<file path="src/core/sfp_pkg.sv">
package sfp_pkg;

  ////////////////////////////////////////////////////////////////////////////
  // Widths, depths and counts
  localparam int         BYTE_W     = 8;
  localparam int         FIFO_DEPTH = 32;
  localparam int         CNT_W      = 3;
  localparam logic [2:0] BIT_ZERO   = 3'h0;
  localparam logic [2:0] BIT_ONE    = 3'h1;
  localparam logic [2:0] SINGLE_END = 3'h7;  // Last bit index, one lane
  localparam logic [2:0] DUAL_END   = 3'h3;  // Last bit pair index, two lanes
  localparam logic [7:0] TX_FILL    = 8'hFF; // Sent when no read data is offered

  ////////////////////////////////////////////////////////////////////////////
  // Frame states and output modes
  typedef enum logic [3:0] {
    SFP_STANDBY = 4'h1,
    SFP_ACTIVE  = 4'h2,
    SFP_HOLD    = 4'h4,
    SFP_FINISH  = 4'h8
  } sfp_state_type;

  typedef enum logic [1:0] {
    SFP_OUT_NONE   = 2'h0,
    SFP_OUT_SINGLE = 2'h1,
    SFP_OUT_DUAL   = 2'h2
  } sfp_out_type;

  ////////////////////////////////////////////////////////////////////////////
  // Pin and stream carriers
  typedef struct packed {
    logic cs_n;
    logic sck;
    logic si;
    logic hold_n;
    logic wp_n;
  } sfp_pin_in_type;

  typedef struct packed {
    logic so;     // Lane one in dual mode
    logic so_oe;
    logic si_o;   // Lane zero in dual mode
    logic si_oe;
  } sfp_pin_out_type;

  typedef struct packed {
    logic       first;  // Opcode byte of the frame
    logic [7:0] data;
  } sfp_rx_type;

  localparam int RX_W = $bits(sfp_rx_type);

  // Pins as seen while idle: deselected, no hold, no write protect
  localparam sfp_pin_in_type PIN_IDLE = '{cs_n: 1'b1, sck: 1'b0, si: 1'b0,
                                          hold_n: 1'b1, wp_n: 1'b1};

endpackage

</file>
<file path="src/core/sfp_core.sv">
`timescale 1ns/1ps

////////////////////////////////////////////////////////////////////////////////
// Receive buffer between the serial side and the user
module sfp_fifo #(
  parameter int WIDTH = 9,
  parameter int DEPTH = 32
) (
  // Clock and reset
  input  wire logic             clock,
  input  wire logic             reset_n,
  // Fill side
  input  wire logic             in_valid,
  output logic                  in_ready,
  input  wire logic [WIDTH-1:0] in_data,
  // Drain side
  output logic                  out_valid,
  input  wire logic             out_ready,
  output logic      [WIDTH-1:0] out_data
);
  localparam int PTR_W = $clog2(DEPTH);
  localparam logic [PTR_W-1:0] PTR_LAST = PTR_W'(DEPTH - 1);
  localparam logic [PTR_W:0]   CNT_FULL = (PTR_W + 1)'(DEPTH);

  logic [WIDTH-1:0] store [DEPTH];
  logic [PTR_W-1:0] wr_ptr;
  logic [PTR_W-1:0] rd_ptr;
  logic [PTR_W:0]   count;
  logic             push;
  logic             pop;

  // Honest flags straight from the fill count
  assign in_ready  = (count != CNT_FULL);
  assign out_valid = (count != '0);
  assign push      = in_valid && in_ready;
  assign pop       = out_valid && out_ready;
  assign out_data  = store[rd_ptr];

  // Storage, no reset needed on data
  always_ff @(posedge clock) begin
    if (push) begin
      store[wr_ptr] <= in_data;
    end
  end

  // Pointers and fill level
  always_ff @(posedge clock or negedge reset_n) begin
    if (!reset_n) begin
      wr_ptr <= '0;
      rd_ptr <= '0;
      count  <= '0;
    end else begin
      if (push) begin
        wr_ptr <= (wr_ptr == PTR_LAST) ? '0 : wr_ptr + 1'b1;
      end
      if (pop) begin
        rd_ptr <= (rd_ptr == PTR_LAST) ? '0 : rd_ptr + 1'b1;
      end
      if (push && !pop) begin
        count <= count + 1'b1;
      end else if (pop && !push) begin
        count <= count - 1'b1;
      end
    end
  end
endmodule // sfp_fifo

////////////////////////////////////////////////////////////////////////////////
// Behaviour
// - Selected only while chip select is low
// - Deselect means tri-stated output, then standby once the engine is idle
// - Input ignored while chip select is high
// - Standby waits for program or erase end
// - Input bits sampled on clock rising edges
// - Output changes on clock falling edges
// - Dual read turns input pin into lane zero
// - Output pin drives lane one in dual
// - Write protect low enables hardware locking
// - Floating write protect reads as deasserted
// - Hold ignores clock, tri-states output
module sfp_core (
  // Clock and reset
  input  wire logic                     clock,
  input  wire logic                     reset_n,
  // Serial pins
  input  wire sfp_pkg::sfp_pin_in_type  pins_in,
  output sfp_pkg::sfp_pin_out_type      pins_out,
  // Received bytes
  output logic                          rx_valid,
  input  wire logic                     rx_ready,
  output sfp_pkg::sfp_rx_type           rx_word,
  output logic                          rx_overrun,
  // Read data to send
  input  wire sfp_pkg::sfp_out_type     tx_mode,
  input  wire logic                     tx_valid,
  input  wire logic [7:0]               tx_data,
  output logic                          tx_ready,
  // Frame and device status
  input  wire logic                     engine_busy,
  output logic                          frame_start,
  output logic                          frame_end,
  output logic                          selected,
  output logic                          standby,
  output logic                          lock_enable
);
  import sfp_pkg::*;

  sfp_pin_in_type pin_meta;
  sfp_pin_in_type pin_sync;
  logic           sck_prev;
  logic           cs_prev;
  logic           sck_rise;
  logic           sck_fall;
  logic           cs_fall;
  logic           cs_rise;
  sfp_state_type  state;
  sfp_state_type  next_state;
  logic           shifting;
  logic [7:0]     rx_shift;
  logic [2:0]     rx_count;
  logic           byte_first;
  logic           rx_done;
  sfp_rx_type     pend_word;
  logic           pend_valid;
  logic           pend_ready;
  logic [7:0]     tx_shift;
  logic [2:0]     tx_count;
  logic [7:0]     cur_byte;
  logic [1:0]     top_pair;
  logic           tx_step;
  logic           drive;
  logic           so_bit;
  logic           lane0_bit;
  logic           out_on;

  //////////////////////////////////////////////////////////////////////////////
  // Two-flop synchronisers; the serial clock is only sampled, never used
  always_ff @(posedge clock or negedge reset_n) begin
    if (!reset_n) begin
      pin_meta <= PIN_IDLE;
      pin_sync <= PIN_IDLE;
      sck_prev <= 1'b0;
      cs_prev  <= 1'b1;
    end else begin
      pin_meta <= pins_in;
      pin_sync <= pin_meta;
      sck_prev <= pin_sync.sck;
      cs_prev  <= pin_sync.cs_n;
    end
  end

  // Edges found on synchronised levels only
  assign sck_rise = pin_sync.sck && !sck_prev;
  assign sck_fall = !pin_sync.sck && sck_prev;
  assign cs_fall  = cs_prev && !pin_sync.cs_n;
  assign cs_rise  = !cs_prev && pin_sync.cs_n;

  //////////////////////////////////////////////////////////////////////////////
  // Frame state
  always_comb begin
    next_state = state;
    case (state)
      SFP_STANDBY: begin
        if (cs_fall) begin
          next_state = SFP_ACTIVE;
        end
      end
      SFP_ACTIVE, SFP_HOLD: begin
        if (pin_sync.cs_n) begin
          next_state = engine_busy ? SFP_FINISH : SFP_STANDBY;
        end else if (state == SFP_ACTIVE && !pin_sync.hold_n && !pin_sync.sck) begin
          next_state = SFP_HOLD;
        end else if (state == SFP_HOLD && pin_sync.hold_n) begin
          next_state = SFP_ACTIVE;
        end
      end
      SFP_FINISH: begin
        // Status polls may open a frame while the engine still runs
        if (cs_fall) begin
          next_state = SFP_ACTIVE;
        end else if (!engine_busy) begin
          next_state = SFP_STANDBY;
        end
      end
      default: next_state = SFP_STANDBY;
    endcase
  end

  always_ff @(posedge clock or negedge reset_n) begin
    if (!reset_n) begin
      state <= SFP_STANDBY;
    end else begin
      state <= next_state;
    end
  end

  // Traffic counts only while selected and not held
  assign shifting = (state == SFP_ACTIVE) && !pin_sync.cs_n;

  //////////////////////////////////////////////////////////////////////////////
  // Receive shifter, MSB first, first byte flagged as opcode
  assign rx_done = shifting && sck_rise && (tx_mode != SFP_OUT_DUAL)
                   && (rx_count == SINGLE_END);

  always_ff @(posedge clock or negedge reset_n) begin
    if (!reset_n) begin
      rx_shift   <= 8'h00;
      rx_count   <= BIT_ZERO;
      byte_first <= 1'b1;
    end else if (cs_fall) begin
      rx_count   <= BIT_ZERO;
      byte_first <= 1'b1;
    end else if (shifting && sck_rise && tx_mode != SFP_OUT_DUAL) begin
      rx_shift <= {rx_shift[6:0], pin_sync.si};
      rx_count <= rx_count + BIT_ONE;
      if (rx_done) begin
        byte_first <= 1'b0;
      end
    end
  end

  // One-byte holding slot; a full buffer stalls it, a second byte overruns
  always_ff @(posedge clock or negedge reset_n) begin
    if (!reset_n) begin
      pend_word  <= '0;
      pend_valid <= 1'b0;
      rx_overrun <= 1'b0;
    end else begin
      rx_overrun <= rx_done && pend_valid && !pend_ready;
      if (rx_done) begin
        pend_word  <= '{first: byte_first, data: {rx_shift[6:0], pin_sync.si}};
        pend_valid <= 1'b1;  // New byte wins over the drain
      end else if (pend_ready) begin
        pend_valid <= 1'b0;
      end
    end
  end

  sfp_fifo #(
    .WIDTH (RX_W),
    .DEPTH (FIFO_DEPTH)
  ) u_rx_fifo (
    .clock     (clock),
    .reset_n   (reset_n),
    .in_valid  (pend_valid),
    .in_ready  (pend_ready),
    .in_data   (pend_word),
    .out_valid (rx_valid),
    .out_ready (rx_ready),
    .out_data  (rx_word)
  );

  //////////////////////////////////////////////////////////////////////////////
  // Transmit shifter, one or two bits per falling edge
  assign tx_step  = shifting && sck_fall && (tx_mode != SFP_OUT_NONE);
  assign tx_ready = tx_step && (tx_count == BIT_ZERO);
  assign cur_byte = (tx_count == BIT_ZERO) ? (tx_valid ? tx_data : TX_FILL) : tx_shift;
  assign top_pair = cur_byte[7:6];

  always_ff @(posedge clock or negedge reset_n) begin
    if (!reset_n) begin
      tx_shift  <= 8'h00;
      tx_count  <= BIT_ZERO;
      drive     <= 1'b0;
      so_bit    <= 1'b0;
      lane0_bit <= 1'b0;
    end else if (cs_fall || pin_sync.cs_n) begin
      tx_count <= BIT_ZERO;
      drive    <= 1'b0;
    end else if (tx_step) begin
      drive <= 1'b1;
      if (tx_mode == SFP_OUT_DUAL) begin
        so_bit    <= cur_byte[7];
        lane0_bit <= cur_byte[6];
        tx_shift  <= {cur_byte[5:0], 2'b00};
        tx_count  <= (tx_count == DUAL_END) ? BIT_ZERO : tx_count + BIT_ONE;
      end else begin
        so_bit   <= cur_byte[7];
        tx_shift <= {cur_byte[6:0], 1'b0};
        tx_count <= (tx_count == SINGLE_END) ? BIT_ZERO : tx_count + BIT_ONE;
      end
    end
  end

  // Drivers off at once when deselected; hold only takes effect with the serial clock low
  assign out_on   = drive && shifting && (tx_mode != SFP_OUT_NONE);
  assign pins_out = '{so: so_bit, so_oe: out_on, si_o: lane0_bit,
                      si_oe: out_on && (tx_mode == SFP_OUT_DUAL)};

  //////////////////////////////////////////////////////////////////////////////
  // Status; the pad pull-up keeps a floating protect pin high
  assign frame_start = cs_fall;
  assign frame_end   = cs_rise && (state == SFP_ACTIVE || state == SFP_HOLD);
  assign selected    = !pin_sync.cs_n;
  assign standby     = (state == SFP_STANDBY);
  assign lock_enable = !pin_sync.wp_n;
endmodule // sfp_core

</file>
<file path="config.mk">
export PLATFORM = sky130hd
export DESIGN_NAME = sfp_core
export DESIGN_NICKNAME = d
export VERILOG_FILES = /design/src/core/sfp_pkg.sv /design/src/core/sfp_core.sv
export SDC_FILE = /design/constraint.sdc
export NUM_CORES = 1
export LEC_CHECK = 0
export BUFFER_PORTS_ARGS = -buffer_cell sky130_fd_sc_hd__buf_2
export CAP_MARGIN = 25
export CORE_ASPECT_RATIO = 0.5
export CORE_MARGIN = 3
export CORE_UTILIZATION = 40
export CTS_BUF_LIST = sky130_fd_sc_hd__clkbuf_4 sky130_fd_sc_hd__clkbuf_8 sky130_fd_sc_hd__clkbuf_16
export DETAILED_ROUTE_END_ITERATION = 6
export SLEW_MARGIN = 15
export SYNTH_ARGS = -nofsm -noshare
export SYNTH_HDL_FRONTEND = slang
export SYNTH_SLANG_ARGS = --single-unit
</file>
<file path="constraint.sdc">
create_clock -name clock -period 4.1 [get_ports clock]
set_input_delay 0.205 -clock clock [delete_from_list [all_inputs] [get_ports clock]]
set_output_delay 0.205 -clock clock [all_outputs]
set_load 0.02 [all_outputs]
</file>
==> results of run 1 <==
## cells by family after synthesis
kind of cell    after synthesis
compound gates              115
fa+ha+maj                    20
mux                         139
flops                       355
simple gates                176
buf+inv                      62
xor+xnor                      7
## state kept, by name, summed over array words and instances (netlist names), 3 cells and up
register and cells:
pin_meta 5, rx_count 3, pin_sync 5, pend_word 9, rx_shift 7, u_rx_fifo.store 288, tx_shift 7, u_rx_fifo.wr_ptr 5
state 4, u_rx_fifo.rd_ptr 5, u_rx_fifo.count 6, tx_count 3
## cell usage in the layout, fill, tap and decap left out, types with 8 or more instances in the layout
cell,n
a21oi_1,8
a221oi_1,9
a22o_1,9
a22oi_1,36
buf_2,40
buf_4,14
clkbuf_16,35
dfrtp_1,56
dfstp_2,9
edfxtp_1,288
ha_1,19
inv_1,13
mux2_2,25
mux2i_1,78
mux4_2,36
nand2_1,24
nand3_1,34
nor2_1,49
nor2b_1,10
o21ai_0,22
## worst max-delay path, cell delays in order, from the launching register on
cell and delay [ps]:
dfrtp_4 970, buf_4 390, mux4_2 580, a221oi_1 420, nand3_1 170, buf_2 190
## timing repair
action | 4_1_cts | 5_1_grt
resized for setup | 0 | 0
hold buffers | 7 | 0
endpoints found under the hold margin | 44 | 0
## synth_stat cells, drive strengths merged (6+ instances only)
library cell	instances	share of area (%)
a21oi	8	0.27
a221oi	9	0.54
a22o	9	0.54
a22oi	36	1.8
buf	28	1.2
clkbuf	20	0.66
dfrtp	58	9.9
dfstp	9	1.6
edfxtp	288	59
ha	19	1.6
inv	14	0.36
mux2	25	1.9
mux2i	78	5.3
mux4	36	5.5
nand2	28	0.78
nand3	34	1.2
nor2	51	1.3
nor2b	11	0.47
nor4	6	0.26
o21ai	22	0.75
o31ai	9	0.65
or4bb	6	0.46
## final timing paths
check | slack [ps] | endpoint | cells past startpoint | startpoint
setup / recovery | 630 | rx_word[0] | 5 | u_rx_fifo.rd_ptr[0]
hold / removal | 30 | tx_shift[1] | 3 | tx_data[0]
setup reg to reg | 890 | u_rx_fifo.count[5] | 9 | u_rx_fifo.count[1]
hold reg to reg | 350 | pin_sync[3] | 0 | pin_meta[3]
max in group asynchronous | 3160 | pin_meta[0] | 4 | reset_n
min in group asynchronous | 50 | state[3] | 2 | reset_n
## per-layer routing
metal	up-vias	share of wire (%)	global-route usage [%]
met5	-	0	0
met4	0	1.9	4.44
met3	45	7.1	3.77
met2	275	45	24.7
met1	4127	46	24.1
li1	3550	-	-
## per-stage QoR
stage	setup slack (ps)	cell area, µm²	cells
6_report	630	16600	1426
5_1_grt	380	16600	1426
4_1_cts	506	16600	1425
3_5_place_dp	896	15400	1358
3_3_place_gp	924	15300	1355
2_1_floorplan	1120	14700	874
## power breakdown
| group | total [mW] | switching (mW) | internal, mW |
|---|---|---|---|
| Clock | 3.28 | 1.34 | 1.94 |
| Sequential | 4.18 | 0.243 | 3.94 |
| Combinational | 1.78 | 1.04 | 0.739 |
## final cells by class
class	count	area, µm²	area share (%)
clock inverter	18	236	1.42
inverter	14	52.6	0.316
clock buffer	42	928	5.58
sequential	355	10300	62.1
timing repair buffer	65	478	2.87
tap	475	594	3.57
multi-input combinational	457	4010	24.1
==> impl_results.md, run 1 <==
- Post-synthesis instance area: 0.0147 mm²
- Async S/R FF share, synth: 18.9%
- Max-cap viol count: 0
- Total negative slack: 0 ps
- Pleak: 5.89 nW
- 1st-iter DRT viols: 706
- Filler cells: 2998
- Clock Sinks: 355
- Routability Congestion: 0.764
- ANT cells: 0
- Synth Area in Compound Gates: 5.92%
- Inserted Clock Buffers: 35
- CP required: 3890 ps
- Routed WL: 31400 µm
- Gr usage total: 16.4%
- Wirelength per Cell: 22.0 µm
- Worst setup EP type: output pin
- Total global routing overflow: 0
- Pwr Density: 555 mW/mm²
- Crit path time final: 3470 ps
- Post-Synth XOR/XNOR Area: 0.418%
- Sequential fraction of the synthesis area: 70.5%
- Clk pin slew, worst setup/hold paths: 60 ps
- Least-Margin Pin Slew: 995 ps
- Post-synthesis mux area share: 12.8%
- Final ANT Viol Nets: 0
- Number of synthesized flops with an enable pin: 288
- Slew Limit Fails: 0
- Clock root buffer: clkbuf_16
- Initial antenna violation count: 0
- Netlist cell types: 66
- Pre-Repair DR Iteration Count: 4
- Worst hold path type: primary input to register
- Pin count of the biggest net entering global routing: 46
- Clock Latency Late Sink: 540 ps
- H-Tree Depth: 2
- Vias in the first global route: 7882
- Ys Warns: 0
- Status: complete, no violations
- Worst clock skew: 21.6 ps
- RSZ-0062 raised after global routing: no
- CP max FO: 45
- Postcts setup bufs: 0
- Die Area: 0.0391 mm²
- Number of remaining DRC errors: 0
- Post-synthesis cell count: 874
- I/O pin count: 41
- Vias: 7997
- Slew HR: 33.4%
- Ys flop type: edfxtp_1
- Share of cells above drive strength 1: 21.5%
- Row Count: 48
- Largest family of logic cells by synthesized area: multiplexers
- Adder-Cell Fraction of Synth Area: 1.76%
- Post-layout nets: 968
- Core Area: 0.0353 mm²
- Crit path DAT: 3260 ps
- Detailed Place HPWL: 19700 µm
- TritonCTS clock tree: done
- Syn nets: 914
- Util after Layout: 47.1%
- WS Path Type: register to output pin
- Clock Tree Buf Depth: 3
- Simple-gate share of the synthesized area: 6.45%
- Hold_ws: 25.8 ps
- Mapped Avg Cell Area: 16.8 µm²
- Die Height: 141 µm
- Crit share post-route: 84.6%
- Worst VDD drop: 0.300 mV
- Initial Util: 41.5%
- First-pass GRT wire length: 48900 µm
- Final hold violations: 0
- Area Growth Syn to Fin: 13.5%
- Flops & latches, synth: 355
- Vias per inst: 5.61
- Overall Power: 9.24 mW
- Final setup violating endpoints: 0
- Die W: 277 µm
- Max Fclk: 288 MHz
- IO buf count: 40
- Startpoint Class: register
Note: power is estimated with default switching activity, not from simulation.
==> inputs of run 2 (changes only) <==
- ABC_AREA: not set -> 1
- clock period: 4.1 -> 2.9 ns (I/O delays scaled with it)
==> run 2 against run 1 <==
Net effect:
- sequential power grew 39%
- combinational power grew 150%
- via count grew 29%
- utilization grew 0.33 points
- total power grew 61%
- critical endpoint is now rx_word[7]
- highest routed layer unchanged
==> impl_results.md, run 2 <==
- Worst path slowest cell: dfrtp_4
- Wirelength per Cell: 17.7 µm (-20%)
- Clock root buffer: clkbuf_16
- Inserted Clock Buffers: 34 (-2.9%)
- Overall Power: 14.9 mW (+61%)
- ANT cells: 0 (unchanged)
- Clk pin slew, worst setup/hold paths: 60 ps (about the same)
- Mapped Avg Cell Area: 10.7 µm² (-36%)
- Placed Instances: 1934 (+42%)
- Core Area: 0.0366 mm² (+3.6%)
- Flops & latches, synth: 355 (unchanged)
- Top-count cell post-synth: nand2_1
- Worst hold path type: primary input to register
- Status: complete, no violations
- First-pass GRT wire length: 56000 µm (+15%)
- Largest delay share family, worst path: simple AND/OR/NAND/NOR gates
- Number of synthesized flops with an enable pin: 288 (unchanged)
- Die W: 281 µm (+1.5%)
- Synth top area share: 57.1% (-1.8 points)
- Max-cap viol count: 0 (unchanged)
- Pre-Repair DR Iteration Count: 6 (+2)
- Initial antenna violation count: 0 (unchanged)
- Crit share post-route: 94.0%
- H-Tree Depth: 2 (unchanged)
- Synth area leaders: edfxtp_1 57%, nand2_1 14%, dfrtp_1 9.6%, nand3_1 8.2%, ha_1 1.6%
- Max stage delay on crit path: 460 ps (-510 ps)
- Clock Latency Late Sink: 520 ps (-20 ps)
- Cell accounting for the most synthesized area: edfxtp_1
- Pwr Density: 856 mW/mm² (+54%)
- Slew Limit Fails: 0 (unchanged)
- Least-Margin Pin Slew: 849 ps (-145 ps)
- Vias in the first global route: 9841 (+25%)
- WS Path Type: register to output pin
- Row Count: 49 (+2.1%)
- Largest register FFs: 288 (unchanged)
- Biggest register: u_rx_fifo.store
- Post-layout nets: 1535 (+59%)
- Detailed Place HPWL: 21500 µm (+9.1%)
- Clock Tree Buf Depth: 3 (unchanged)
- Postcts setup bufs: 0 (unchanged)
- Finished Layout Cells: 2003 (+40%)
- Worst path bufs/invs: 2 (unchanged)
- Gr usage total: 17.9% (+1.5 points)
- Initial Util: 41.3% (-0.18 points)
- Critical path, cell by cell: buf_16, nand2_1, nand3_1, nand3_1, nand2_1, nand2_1, nand2_1, nand2_1, nand2_1, buf_2
- Final ANT Viol Nets: 0 (unchanged)
- Pleak: 7.07 nW (+20%)
- Routability Congestion: 0.854 (+12%)
- RSZ-0062 raised after global routing: no
- Netlist cell types: 32 (-52%)
- Worst clock skew: 20.3 ps (-1.36 ps)
- IO buf count: 40 (unchanged)
- Final hold violations: 0 (unchanged)
- Slew HR: 43.4% (+9.9 points)
- Final setup violating endpoints: 0 (unchanged)
- Worst VDD drop: 0.552 mV (+84%)
- Worst setup EP type: output pin
- Total negative slack: 0 ps (unchanged)
- Startpoint Class: register
- Util after Layout: 47.4% (+0.33 points)
- I/O pin count: 41 (unchanged)
- Share of cells above drive strength 1: 13.0% (-8.5 points)
- Routed WL: 35500 µm (+13%)
- Clock Sinks: 355 (unchanged)
- Total global routing overflow: 0 (unchanged)
- Commonest cells after routing, fill and taps aside: 555 x nand2_1, 288 x edfxtp_1, 247 x nand3_1
- Pin count of the biggest net entering global routing: 147 (+220%)
- TritonCTS clock tree: done
- Ys flop type: edfxtp_1
- Max Fclk: 367 MHz
- Syn nets: 1458 (+60%)
- Ys Warns: 0 (unchanged)
- CP required: 2760 ps (-1130 ps)
- Biggest regs: u_rx_fifo.store: 288 flops, pend_word: 9 flops
- Crit path time final: 2730 ps
- Post-synthesis instance area: 0.0151 mm² (+3.2%)
- CP max FO: 146 (+220%)
- Die Area: 0.0403 mm² (+3.1%)
- Crit path DAT: 2580 ps (-680 ps)
- Top post-synthesis cells by count: 555 x nand2_1, 288 x edfxtp_1, 247 x nand3_1
- Vias: 10300 (+29%)
- Number of remaining DRC errors: 0 (unchanged)
- Hold_ws: 54.5 ps (+28.7 ps)
- Die Height: 144 µm (+1.5%)
- Area Growth Syn to Fin: 14.8%
- Vias per inst: 5.14 (-8.3%)
- Post-synthesis cell count: 1418 (+62%)
- 1st-iter DRT viols: 1030 (+46%)
- Sequential fraction of the synthesis area: 68.3% (-2.2 points)
- Commonest non-fill, non-tap cell in the layout: nand2_1
- Async S/R FF share, synth: 18.9% (unchanged)
- Most used cell, CP: nand2_1
run 2: cell count changes after synthesis, sizes merged, moves of 11 or more:
cell,before,now
a22oi,36,0
buf,28,54
inv,14,44
mux2,25,0
mux2i,78,0
mux4,36,0
nand2,28,562
nand3,34,247
nor2,51,67
nor2b,11,0
o21ai,22,33
run 2: per-layer routing:
metal / up-vias / GRT usage [%] / part of all wire [%]
li1: 4943 / - / -
met1: 4973 / 25.7 / 47
met2: 330 / 28.5 / 45
met3: 56 / 2.84 / 6.0
met4: 0 / 4.97 / 1.9
met5: - / 0 / 0
run 2: tightest hold or removal path, delay by kind of cell:
kind / cells / cell delay [ps]
AOI/OAI and AO/OA: 2 / 190
buffers and inverters: 1 / 80
and+or+nand+nor: 1 / 110
run 2: cell type report:
type / count / area (µm²)
timing repair buffer: 108 / 828
sequential: 355 / 10300
clock buffer: 48 / 1010
multi-input combinational: 950 / 4240
clock inverter: 12 / 163
inverter: 46 / 179
tap: 484 / 606
fill: 3268 / 19200
run 2: timing repair:
| item | in CTS | in global routing |
|---|---|---|
| setup endpoints to repair | 0 | 3 |
| endpoints found under the hold margin | 36 | 0 |
| hold buffers | 9 | 0 |
| gates resized for setup | 0 | 2 |
run 2: logic make-up (layout without fill, tap and decap cells):
group	count (synthesis)	in the layout	synth area share, %
flops	355	355	68.3
buf+inv	113	214	3.71
xor+xnor	4	4	0.232
compound gates	40	40	1.46
simple gates	886	886	24.6
fa+ha+maj	20	20	1.70
run 2: where the power goes:
group	switching, mW	internal, mW	leakage (nW)
Sequential	0.180	5.61	3.44
Combinational	3.05	1.36	3.05
Clock	1.86	2.81	0.586
run 2: path summary, 6_finish.rpt:
kind	from	endpoint	slack, ps	depth (start not counted)
worst max-delay path	u_rx_fifo.rd_ptr[0]	rx_word[7]	170	10
worst min-delay path	rx_ready	u_rx_fifo.rd_ptr[2]	50	4
worst max register to register	u_rx_fifo.count[0]	u_rx_fifo.count[4]	400	12
worst min register to register	pin_meta[3]	pin_sync[3]	350	0
max in group asynchronous	reset_n	pin_meta[4]	1890	3
min in group asynchronous	reset_n	tx_shift[7]	250	2
run 2: metrics by stage:
stage | instance area [µm²] | worst slack (ps)
final | 17400 | 173
after global routing | 17400 | 23.3
after CTS | 17400 | 137
after detailed placement | 16100 | 414
after global placement | 16100 | 516
after floorplan | 15100 | 597
